==> src/common/csof_params.svh <==
// Purpose: Constants for the camera serial output framer
// Assumes: Register byte address is four times the register index
// Notes:   Included by the design file and by the bench
`ifndef CSOF_PARAMS_SVH
`define CSOF_PARAMS_SVH
// Register indices
`define CSOF_IDX_FMT      16'h0111
`define CSOF_IDX_DL1      16'h6006
`define CSOF_IDX_DL2      16'h6007
`define CSOF_IDX_CKL      16'h6008
`define CSOF_IDX_CTRL     16'h7000
`define CSOF_IDX_XSIZE    16'h7001
`define CSOF_IDX_YSIZE    16'h7002
`define CSOF_IDX_HBLANK   16'h7003
`define CSOF_IDX_VBLANK   16'h7004
`define CSOF_IDX_EXPO     16'h7005
`define CSOF_IDX_GAIN     16'h7006
`define CSOF_IDX_STATUS   16'h7007
// Output format codes
`define CSOF_FMT_CCP_DC   8'h00
`define CSOF_FMT_CCP_DS   8'h01
`define CSOF_FMT_CSI      8'h02
`define CSOF_FMT_RST      8'h02
// Field positions
`define CSOF_LANE_INV     0
`define CSOF_LANE_SWAP    1
`define CSOF_CTRL_STREAM  0
`define CSOF_CTRL_TWO     1
// Reset values
`define CSOF_LANE_RST     2'h0
`define CSOF_CTRL_RST     2'h2
`define CSOF_XSIZE_RST    16'h0020
`define CSOF_YSIZE_RST    16'h0018
`define CSOF_HBLANK_RST   16'h0010
`define CSOF_VBLANK_RST   16'h0020
`define CSOF_EXPO_RST     16'h0100
`define CSOF_GAIN_RST     8'h10
// Frame layout
`define CSOF_EMB_LINES    16'h0003
`define CSOF_DUMMY_COLS   16'h0008
`define CSOF_FILL_WORD    16'h0007
`define CSOF_ONES_WORD    16'hFFFF
// Line rates in Mbps
`define CSOF_CSI_LANE_MBPS 840
`define CSOF_CSI_ONE_MBPS  1000
`define CSOF_CCP_MBPS      640
`endif

==> src/common/csof_pkg.sv <==
// Purpose: Types shared by the framer and its bench
// Assumes: Lane words are at most 16 bits wide
// Notes:   Constants live in csof_params.svh
package csof_pkg;
    // Framer states
    typedef enum logic [2:0] {
        ST_IDLE, ST_FBLANK, ST_LBLANK, ST_EMB, ST_DUMMY, ST_VIS
    } csof_state_t;
    // APB request from the master
    typedef struct packed {
        logic [17:0] paddr;
        logic        psel;
        logic        penable;
        logic        pwrite;
        logic [31:0] pwdata;
    } csof_apb_req_t;
    // APB answer to the master
    typedef struct packed {
        logic [31:0] prdata;
        logic        pready;
        logic        pslverr;
    } csof_apb_rsp_t;
    // One lane: p and n words, high-speed enable
    typedef struct packed {
        logic [15:0] p;
        logic [15:0] n;
        logic        hs;
    } csof_lane_t;
    // Whole output port
    typedef struct packed {
        csof_lane_t d0;
        csof_lane_t d1;
        logic       clk_p;
        logic       clk_n;
        logic       clk_hs;
    } csof_link_t;
endpackage

==> src/hw/csof_framer.sv <==
// Purpose: Camera serial output framer with APB registers and pixel FIFO
// Assumes: link_clk is asynchronous to pclk and sampled as a pin
// Notes:   At most one word leaves per link_clk rising edge
`timescale 1ns/1ps
`include "csof_params.svh"

// Pixel FIFO with registered full and empty flags
module csof_fifo #(
    parameter int W = 10,
    parameter int D = 4
) (
    // Clock and reset
    input  wire logic         pclk,
    input  wire logic         presetn,
    // Fill side
    input  wire logic [W-1:0] in_data,
    input  wire logic         in_valid,
    output logic              in_ready,
    // Drain side
    output logic [W-1:0]      out_data,
    output logic              out_valid,
    input  wire logic         out_ready
);
    localparam int AW = $clog2(D);
    typedef struct packed {
        logic [D-1:0][W-1:0] mem;
        logic [AW-1:0]       wp;
        logic [AW-1:0]       rp;
        logic [AW:0]         cnt;
        logic                full;
        logic                empty;
        logic                rdy;
    } csof_fifo_st_t;
    csof_fifo_st_t s_reg, s_next;
    logic push, pop;

    // Depth must be a power of two of at least two
    if (D < 2 || (D & (D - 1)) != 0) begin : g_bad_depth
        $error("fifo depth must be a power of two");
    end

    // Next state of pointers, count and flags
    always_comb begin
        s_next = s_reg;
        push   = in_valid & ~s_reg.full;
        pop    = out_ready & ~s_reg.empty;
        if (push) begin
            s_next.mem[s_reg.wp] = in_data;
            s_next.wp = s_reg.wp + AW'(1);
        end
        if (pop) begin
            s_next.rp = s_reg.rp + AW'(1);
        end
        s_next.cnt   = s_reg.cnt + (AW+1)'(push) - (AW+1)'(pop);
        s_next.full  = (s_next.cnt == (AW+1)'(D));
        s_next.empty = (s_next.cnt == '0);
        s_next.rdy   = ~s_next.full;
    end

    // State register
    always_ff @(posedge pclk or negedge presetn) begin
        if (!presetn) begin
            s_reg       <= '0;
            s_reg.empty <= 1'b1;
            s_reg.rdy   <= 1'b1;
        end else begin
            s_reg <= s_next;
        end
    end

    assign in_ready  = s_reg.rdy; // Straight from a flop, no gate
    assign out_valid = ~s_reg.empty;
    assign out_data  = s_reg.mem[s_reg.rp];
endmodule

// What this block does
// - Format register picks CCP2 data/clock, data/strobe or CSI-2 (reset).
// - Each CSI-2 lane runs up to 840 Mbps, 1.68 Gbps for two.
// - Single-lane CSI-2 stays at or below 1.0 Gbps.
// - The CCP2 lane carries up to 640 Mbps.
// - Data lanes are transmit-only with high-speed and low-power states.
// - Clock lane is transmit-only with high-speed and low-power states.
// - Each data lane register: bit 0 inverts, bit 1 swaps P and N.
// - Clock lane register: bit 0 inverts, bit 1 swaps P and N.
// - Every frame opens with three embedded data lines.
// - Eight dummy columns precede the visible pixels of each line.
// - Embedded lines report the frame's integration time and gain.
// - Visible pixel count follows the requested frame size.
// - No dark, black or maker-specific pixels are sent.
// - CCP2 line blanking drives all data bits to one.
// - CCP2 frame blanking drives all data bits to one.
// - CSI-2 line blanking is spent in low-power state.
// - CSI-2 frame blanking is spent in low-power state.
module csof_framer
    import csof_pkg::*;
#(
    parameter int PIX_W      = 10,
    parameter int FIFO_DEPTH = 4,
    parameter int LANE_MBPS  = 840,
    parameter int CCP_MBPS   = 640
) (
    // Clock and reset
    input  wire logic            pclk,
    input  wire logic            presetn,
    // APB slave
    input  wire csof_pkg::csof_apb_req_t apb_req,
    output csof_pkg::csof_apb_rsp_t      apb_rsp,
    // Pixel stream in
    input  wire logic [PIX_W-1:0] pix_data,
    input  wire logic             pix_valid,
    output logic                  pix_ready,
    // Serial link
    input  wire logic             link_clk,
    output csof_pkg::csof_link_t  link
);
    import csof_pkg::*;

    // Parameter checks, including the lane rate ceilings
    if (PIX_W < 8 || PIX_W > 16) begin : g_bad_pix
        $error("pixel width must be 8 to 16");
    end
    if (LANE_MBPS > `CSOF_CSI_LANE_MBPS) begin : g_bad_lane
        $error("lane rate above the two-lane ceiling");
    end
    if (LANE_MBPS > `CSOF_CSI_ONE_MBPS) begin : g_bad_one
        $error("lane rate above the single-lane ceiling");
    end
    if (CCP_MBPS > `CSOF_CCP_MBPS) begin : g_bad_ccp
        $error("ccp rate above its ceiling");
    end

    typedef struct packed {
        logic [7:0]  fmt;
        logic [1:0]  dl1;
        logic [1:0]  dl2;
        logic [1:0]  ckl;
        logic [1:0]  ctrl;
        logic [15:0] xsize;
        logic [15:0] ysize;
        logic [15:0] hblank;
        logic [15:0] vblank;
        logic [15:0] expo;
        logic [7:0]  gain;
        csof_state_t st;
        logic [15:0] cnt;
        logic [15:0] line;
        logic [15:0] cur_x;
        logic [15:0] cur_y;
        logic [15:0] frames;
        logic        sel;
        logic        tog;
        logic [15:0] raw0;
        logic [15:0] raw1;
        logic        lk1;
        logic        lk2;
        logic        lk3;
        logic        lk_lvl;
        csof_apb_rsp_t rsp;
        csof_link_t  lnk;
    } csof_st_t;
    csof_st_t s_reg, s_next;

    logic [PIX_W-1:0] f_data;
    logic             f_valid;
    logic             f_pop;
    logic             tick;
    logic             acc;
    logic             bad;
    logic             ccp;
    logic             two;
    logic             hs;
    logic             emit;
    logic [15:0]      word;
    logic [31:0]      rd;

    // Pixel FIFO between source and framer
    csof_fifo #(.W(PIX_W), .D(FIFO_DEPTH)) u_fifo (
        .pclk      (pclk),
        .presetn   (presetn),
        .in_data   (pix_data),
        .in_valid  (pix_valid),
        .in_ready  (pix_ready),
        .out_data  (f_data),
        .out_valid (f_valid),
        .out_ready (f_pop)
    );

    // Byte address match for a register index
    function automatic logic hit(logic [17:0] a, logic [15:0] idx);
        return a == {idx, 2'b00};
    endfunction

    // Lane encode: low-power idles at all ones, else invert and swap
    function automatic csof_lane_t enc(logic [15:0] w, logic [1:0] c,
                                       logic h);
        csof_lane_t l;
        logic [15:0] v;
        v    = c[`CSOF_LANE_INV] ? ~w : w;
        l.hs = h;
        l.p  = h ? (c[`CSOF_LANE_SWAP] ? ~v : v) : `CSOF_ONES_WORD;
        l.n  = h ? (c[`CSOF_LANE_SWAP] ? v : ~v) : `CSOF_ONES_WORD;
        return l;
    endfunction

    // Register read mux
    always_comb begin
        bad = 1'b0;
        rd  = 32'h0000_0000;
        unique case (1'b1)
            hit(apb_req.paddr, `CSOF_IDX_FMT):    rd = 32'(s_reg.fmt);
            hit(apb_req.paddr, `CSOF_IDX_DL1):    rd = 32'(s_reg.dl1);
            hit(apb_req.paddr, `CSOF_IDX_DL2):    rd = 32'(s_reg.dl2);
            hit(apb_req.paddr, `CSOF_IDX_CKL):    rd = 32'(s_reg.ckl);
            hit(apb_req.paddr, `CSOF_IDX_CTRL):   rd = 32'(s_reg.ctrl);
            hit(apb_req.paddr, `CSOF_IDX_XSIZE):  rd = 32'(s_reg.xsize);
            hit(apb_req.paddr, `CSOF_IDX_YSIZE):  rd = 32'(s_reg.ysize);
            hit(apb_req.paddr, `CSOF_IDX_HBLANK): rd = 32'(s_reg.hblank);
            hit(apb_req.paddr, `CSOF_IDX_VBLANK): rd = 32'(s_reg.vblank);
            hit(apb_req.paddr, `CSOF_IDX_EXPO):   rd = 32'(s_reg.expo);
            hit(apb_req.paddr, `CSOF_IDX_GAIN):   rd = 32'(s_reg.gain);
            hit(apb_req.paddr, `CSOF_IDX_STATUS):
                rd = {s_reg.frames, 13'h0000, 3'(s_reg.st)};
            default: bad = 1'b1;
        endcase
    end

    // Next state: bus, sampler, framer and lane encoders
    always_comb begin
        s_next = s_reg;
        ccp    = (s_reg.fmt != `CSOF_FMT_CSI);
        two    = s_reg.ctrl[`CSOF_CTRL_TWO] & ~ccp;
        acc    = apb_req.psel & apb_req.penable;
        f_pop  = 1'b0;
        emit   = 1'b0;
        hs     = 1'b0;
        word   = `CSOF_ONES_WORD;

        // Access answered on its second cycle
        s_next.rsp.pready = acc & ~s_reg.rsp.pready;
        if (acc & ~s_reg.rsp.pready) begin
            s_next.rsp.prdata  = bad ? 32'h0000_0000 : rd;
            s_next.rsp.pslverr = bad;
        end else if (!acc) begin
            s_next.rsp.pslverr = 1'b0;
        end
        if (acc & s_reg.rsp.pready & apb_req.pwrite & ~s_reg.rsp.pslverr)
        begin
            // Format only moves in standby, codes above CSI-2 refused
            if (hit(apb_req.paddr, `CSOF_IDX_FMT) && s_reg.st == ST_IDLE
                && apb_req.pwdata[7:0] <= `CSOF_FMT_CSI)
                s_next.fmt = apb_req.pwdata[7:0];
            if (hit(apb_req.paddr, `CSOF_IDX_DL1))
                s_next.dl1 = apb_req.pwdata[1:0];
            if (hit(apb_req.paddr, `CSOF_IDX_DL2))
                s_next.dl2 = apb_req.pwdata[1:0];
            if (hit(apb_req.paddr, `CSOF_IDX_CKL))
                s_next.ckl = apb_req.pwdata[1:0];
            if (hit(apb_req.paddr, `CSOF_IDX_CTRL))
                s_next.ctrl = apb_req.pwdata[1:0];
            if (hit(apb_req.paddr, `CSOF_IDX_XSIZE))
                s_next.xsize = apb_req.pwdata[15:0];
            if (hit(apb_req.paddr, `CSOF_IDX_YSIZE))
                s_next.ysize = apb_req.pwdata[15:0];
            if (hit(apb_req.paddr, `CSOF_IDX_HBLANK))
                s_next.hblank = apb_req.pwdata[15:0];
            if (hit(apb_req.paddr, `CSOF_IDX_VBLANK))
                s_next.vblank = apb_req.pwdata[15:0];
            if (hit(apb_req.paddr, `CSOF_IDX_EXPO))
                s_next.expo = apb_req.pwdata[15:0];
            if (hit(apb_req.paddr, `CSOF_IDX_GAIN))
                s_next.gain = apb_req.pwdata[7:0];
        end

        // Link clock sampler; a level counts once stages two and three agree
        s_next.lk1 = link_clk;
        s_next.lk2 = s_reg.lk1;
        s_next.lk3 = s_reg.lk2;
        if (s_reg.lk2 == s_reg.lk3)
            s_next.lk_lvl = s_reg.lk2;
        tick = (s_reg.lk2 == s_reg.lk3) & s_reg.lk2 & ~s_reg.lk_lvl;

        // Framer: at most one word per link tick
        if (tick) begin
            unique case (s_reg.st)
                ST_IDLE: begin
                    s_next.cnt = '0;
                    if (s_reg.ctrl[`CSOF_CTRL_STREAM])
                        s_next.st = ST_FBLANK;
                end
                ST_FBLANK: begin
                    hs = ccp;
                    emit = ccp;
                    s_next.cnt = s_reg.cnt + 16'h0001;
                    if (s_reg.cnt + 16'h0001 >= s_reg.vblank) begin
                        s_next.cnt = '0;
                        s_next.line = '0;
                        // Frame size retimed to the frame boundary
                        s_next.cur_x = s_reg.xsize;
                        s_next.cur_y = s_reg.ysize;
                        s_next.st = s_reg.ctrl[`CSOF_CTRL_STREAM] ?
                                    ST_LBLANK : ST_IDLE;
                    end
                end
                ST_LBLANK: begin
                    hs = ccp;
                    emit = ccp;
                    s_next.cnt = s_reg.cnt + 16'h0001;
                    if (s_reg.cnt + 16'h0001 >= s_reg.hblank) begin
                        s_next.cnt = '0;
                        s_next.st = (s_reg.line < `CSOF_EMB_LINES) ?
                                    ST_EMB : ST_DUMMY;
                    end
                end
                ST_EMB: begin
                    hs = 1'b1;
                    emit = 1'b1;
                    // Words 0..2 of line 0 carry this frame's exposure, gain and format code
                    if (s_reg.cnt == 16'h0000 && s_reg.line == 16'h0000)
                        word = s_reg.expo;
                    else if (s_reg.cnt == 16'h0001 &&
                             s_reg.line == 16'h0000)
                        word = 16'(s_reg.gain);
                    else if (s_reg.cnt == 16'h0002 &&
                             s_reg.line == 16'h0000)
                        word = s_reg.fmt[7:0] | 16'h0000;
                    else
                        word = `CSOF_FILL_WORD;
                    s_next.cnt = s_reg.cnt + 16'h0001;
                    if (s_reg.cnt == s_reg.cur_x - 16'h0001) begin
                        s_next.cnt = '0;
                        s_next.line = s_reg.line + 16'h0001;
                        s_next.st = ST_LBLANK;
                    end
                end
                ST_DUMMY: begin
                    hs = 1'b1;
                    emit = 1'b1;
                    word = `CSOF_FILL_WORD;
                    s_next.cnt = s_reg.cnt + 16'h0001;
                    if (s_reg.cnt == `CSOF_DUMMY_COLS - 16'h0001) begin
                        s_next.cnt = '0;
                        s_next.st = ST_VIS;
                    end
                end
                ST_VIS: begin
                    // Visible only; no dark or black columns exist
                    hs = 1'b1;
                    if (f_valid) begin
                        emit = 1'b1;
                        f_pop = 1'b1;
                        word = 16'(f_data);
                        s_next.cnt = s_reg.cnt + 16'h0001;
                        if (s_reg.cnt == s_reg.cur_x - 16'h0001) begin
                            s_next.cnt = '0;
                            s_next.line = s_reg.line + 16'h0001;
                            if (s_reg.line == `CSOF_EMB_LINES +
                                s_reg.cur_y - 16'h0001) begin
                                s_next.frames = s_reg.frames + 16'h0001;
                                s_next.st = ST_FBLANK;
                            end else begin
                                s_next.st = ST_LBLANK;
                            end
                        end
                    end
                end
            endcase

            // Steer the word; two lanes alternate in CSI-2
            if (emit) begin
                if (two && s_reg.sel)
                    s_next.raw1 = word;
                else
                    s_next.raw0 = word;
                s_next.sel = two & ~s_reg.sel;
                s_next.tog = ~s_reg.tog;
            end
            if (s_reg.st != ST_IDLE || s_reg.ctrl[`CSOF_CTRL_STREAM]) begin
                s_next.lnk.d0 = enc(s_next.raw0, s_reg.dl1, hs);
                s_next.lnk.d1 = enc(s_next.raw1, s_reg.dl2,
                                    hs & two);
                s_next.lnk.clk_hs = hs;
            end
        end

        // Clock lane: data/strobe folds data parity in, then invert and swap
        begin
            logic c;
            c = s_next.tog ^ ((s_reg.fmt == `CSOF_FMT_CCP_DS) &
                              ^s_next.raw0);
            c = c ^ s_reg.ckl[`CSOF_LANE_INV];
            s_next.lnk.clk_p = ~s_next.lnk.clk_hs | (s_reg.ckl[`CSOF_LANE_SWAP]
                               ? ~c : c);
            s_next.lnk.clk_n = ~s_next.lnk.clk_hs | (s_reg.ckl[`CSOF_LANE_SWAP]
                               ? c : ~c);
        end
    end

    // State register
    always_ff @(posedge pclk or negedge presetn) begin
        if (!presetn) begin
            s_reg        <= '0;
            s_reg.fmt    <= `CSOF_FMT_RST;
            s_reg.dl1    <= `CSOF_LANE_RST;
            s_reg.dl2    <= `CSOF_LANE_RST;
            s_reg.ckl    <= `CSOF_LANE_RST;
            s_reg.ctrl   <= `CSOF_CTRL_RST;
            s_reg.xsize  <= `CSOF_XSIZE_RST;
            s_reg.ysize  <= `CSOF_YSIZE_RST;
            s_reg.hblank <= `CSOF_HBLANK_RST;
            s_reg.vblank <= `CSOF_VBLANK_RST;
            s_reg.expo   <= `CSOF_EXPO_RST;
            s_reg.gain   <= `CSOF_GAIN_RST;
            s_reg.st     <= ST_IDLE;
            s_reg.lnk    <= '1;
            s_reg.lnk.d0.hs <= 1'b0;
            s_reg.lnk.d1.hs <= 1'b0;
            s_reg.lnk.clk_hs <= 1'b0;
        end else begin
            s_reg <= s_next;
        end
    end

    assign apb_rsp = s_reg.rsp;
    assign link    = s_reg.lnk;
endmodule

==> config.mk <==
export PLATFORM = sky130hd
export DESIGN_NAME = csof_framer
export DESIGN_NICKNAME = d
export VERILOG_FILES = /design/src/common/csof_pkg.sv /design/src/hw/csof_framer.sv
export VERILOG_INCLUDE_DIRS = /design/src /design/src/common
export SDC_FILE = /design/constraint.sdc
export NUM_CORES = 1
export LEC_CHECK = 0
export ABC_AREA = 1
export BUFFER_PORTS_ARGS = -buffer_cell sky130_fd_sc_hd__clkbuf_2
export CORE_ASPECT_RATIO = 1.25
export CORE_MARGIN = 2
export CORE_UTILIZATION = 40
export CTS_BUF_LIST = sky130_fd_sc_hd__clkbuf_16
export DETAILED_ROUTE_END_ITERATION = 8
export RECOVER_POWER = 100
export SYNTH_ARGS = -nofsm -noshare
export SYNTH_HDL_FRONTEND = slang
export SYNTH_HIERARCHICAL = 1
export SYNTH_SLANG_ARGS = --single-unit
==> constraint.sdc <==
create_clock -name pclk -period 10.1 [get_ports pclk]
set_input_delay 0.505 -clock pclk [delete_from_list [all_inputs] [get_ports pclk]]
set_output_delay 0.505 -clock pclk [all_outputs]
set_load 0.01 [all_outputs]
==> results.md <==
* IO Port Bufs at 154
* Root Driver: clkbuf_16
* DRC viols at 0
* Leak at 0.01080 µW
* Outcome: finished with violations
* WL final at 59.26 mm
* CTS Buffer Depth at 3
* Power per cell area at 150.1 nW/µm²
* Dominant cells by area after synthesis: dfrtp_1 36%, nand2_1 11%, dfstp_2 9.6%
* Initial antenna violation count at 0
* Part of the Yosys area used for sequential elements at 0.4512
* Crit. Startpoint: s_next[104]
* Critical path class: reg -> reg
* Switching Fraction at 0.2645
* All-Layer GR Usage at 0.2150
* H-tree depth at 2
* Worst r2r src: s_next[104]
* R2R depth at 12
* Area Growth Syn to Fin at 7.308%
* Largest net degree at the start of global routing at 188
* Clock transition at the registers of the reported paths at 0.06 ns
* Avg Synthesized Cell Area at 7.959 µm²
* Sequential Power Share at 0.486
* Netlist cell types at 61
* RSZ-0062 raised after global routing: false
* Area after DPL at 21770 µm²
* Routability cong. at 0.9108
* Yosys warns at 6
* Worst-path fanout max at 58
* CP max stage delay at 1.76 ns
* Layout fillers at 5344
* Comb pwr share at 0.096
* Crit path time final at 6.562 ns
* Final WS setup at 3.538 ns
* Critical Path, Cell by Cell: ha_1, inv_1, nor2_2, clkbuf_1, inv_1, clkbuf_1, nor2_1, nand2_1, clkbuf_1, inv_1, a31oi_1, and2_0
* Largest family of logic cells by synthesized area: simple AND/OR/NAND/NOR gates
* Grt total ovfl at 0
* Final slew viol count at 373
* Critical Path Sink Type: flop
* Largest register FFs at 223
* FF+latch area at 9555 µm²
* Register-to-register setup slack at 3.54 ns
* Max-cap viol count at 5
* Fin area at 22730 µm²
* First-pass GRT wire length at 92.72 mm
* Final hold violation count at 0
* Largest area contributor in the netlist: dfrtp_1
* Measured slew at the worst slew-check pin at 4.733 ns
* I/O pin count at 171
* Worst endpoint required time at 10.61 ns
* Number of global-route vias before repair at 16770
* Setup Total Neg Slack at 0 ns
* FMAX at 0.1524 GHz
* Slew headroom at -2.155
* CORE AREA at 52460 µm²
* Multi-input logic area at 8952 µm²
* Int Pwr at 2509 µW
* Synthesized-area fraction occupied by adder cells at 0.02989
* R2R Path End: s_reg[202]
* ANT cells at 0
* Chip Height at 261.3 µm
* Post-Syn Nets at 2778
* Die width at 209.8 µm
* Post-CTS Resized at 0
* Arrival time at the worst endpoint at 7.07 ns
* WHS at 0.02979 ns
* Share of cells above drive strength 1 at 0.09834
* Post-synthesis register bit count at 378
* Hold buffer count at CTS at 0
* XOR/XNOR Fraction of Synth Area at 0.04673
* Cell row count at 94
* Post CTS Setup Buffer Count at 0
* Sink Count at 378
* Initial drt markers at 1367
* CTS Buf Count at 41
* Total Nets Final at 2799
* Hold Path Class: in -> async
* Mux contribution to synthesized area at 0.001950
* WL/cell at 17.50 µm
* Clk pwr share at 0.418
* Vias at 17590
* Clock Skews at 0.02302 ns
* First-pass DRT Iterations at 7
* Pre-CTS setup slack at 5.141 ns
* Initial Utilization at 0.4037
* Die area at 54810 µm²
* Synthesized cell area at 21180 µm²
* CTS tree: done
* Final worst-path cycle share at 0.6497
* Vias per cell at 5.194
* Final ANT Viol Nets at 0
* Fin util at 0.4332
* Max VDD drop at 0.0001190 V
* Post-Syn Instances at 2661
* Post-DP HPWL at 43.04 mm
* Post-synthesis compound-gate area fraction at 0.1304
* Failing checks: max-capacitance violations, max-slew violations
* Critical path's slowest cell: clkbuf_1
* # setup viols final at 0
* Simple-Gate Fraction of Synth Area at 0.2188
* Switching Power at 902.2 µW
* Worst-Skew Late Latency at 0.58 ns
* Top-area cell type share of the netlist area at 0.3557
* Crit start category: flop
==> cell families after synthesis <==
| group | Yosys count |
|---|---|
| xor gates and xnor gates | 113 |
| AOI/OAI and AO/OA | 500 |
| muxes | 4 |
| DFF | 378 |
| buffers and inverters | 562 |
| and+or+nand+nor | 1054 |
| adders and majority gates | 50 |
==> per-stage QoR <==
stage,cells,total power [µW]
CTS,3387,3475
global placement,3311,2014
detailed placement,3311,2032
finish,3387,3411
floorplan,2661,1911
global route,3387,3576
==> Yosys cell counts, drive strengths merged <==
cell type    n
a211oi       2
a21o         1
o21ai      321
a21boi       2
clkinv       3
fa           1
nand2      643
o31ai        1
nand3      123
nor3        53
clkbuf      59
o22ai       78
ha          49
nand4       20
a31oi        3
o221ai       8
o211ai       3
xnor2       16
a22o         2
o311ai       2
a221oi       8
xor2        97
mux2         1
mux2i        3
and3         1
nor2       179
or2          8
inv        367
dfstp       77
o21a         4
buf        133
nor3b        4
nand3b       3
and2         2
a31o         2
nor4        18
dfrtp      301
a21oi       63
==> cell usage in the layout (no fill, tap or decap), types with 55 or more instances in the layout <==
cell / netlist / final
xor2_1: 97 / 97
a21oi_1: 61 / 61
o21ai_0: 263 / 302
dfrtp_1: 301 / 301
inv_1: 354 / 361
nand3_1: 110 / 113
nand2_1: 622 / 632
clkbuf_1: 59 / 110
dfstp_2: 77 / 71
o22ai_1: 78 / 78
clkbuf_2: 0 / 55
nor2_1: 161 / 163
==> critical path, delay by kind of cell (launching register included) <==
kind / cells / cell delay [ns]
compound gates: 1 / 0.37
fa+ha+maj: 1 / 0.18
buf+inv: 6 / 5.04
flops: 1 / 0.40
simple gates: 4 / 0.49
==> power groups by stage <==
stage,clock network [µW],registers (µW),logic [µW]
after global routing,1530,1670,383
after global placement,0,1680,335
after detailed placement,0,1680,349
after floorplan,0,1670,240
final,1430,1660,328
after CTS,1470,1660,351
==> how the worst max path moves through the flow <==
stage	slack (ns)	cells after the start	endpoint
after floorplan	6.61	22	s_reg[211]
after global placement	5.10	21	s_reg[202]
after detailed placement	5.14	21	s_reg[202]
after CTS	5.10	21	s_reg[202]
after global routing	2.71	12	s_reg[202]
final	3.54	12	s_reg[202]
==> metal layers <==
metal	vias to the layer above	global-route usage	routed length [µm]
li1	8517	-	-
met1	8506	0.2802	26150
met2	449	0.3628	28090
met3	119	0.02950	2673
met4	0	0.08649	2346
met5	-	0	0
==> layout make-up <==
type	count	area share
sequential	378	0.4205
multi-input combinational	1721	0.3939
inverter	370	0.06139
clock buffer	43	0.04735
tap	672	0.03700
timing repair buffer	170	0.03226
clock inverter	33	0.007598
(Power assumes the default switching activity.)
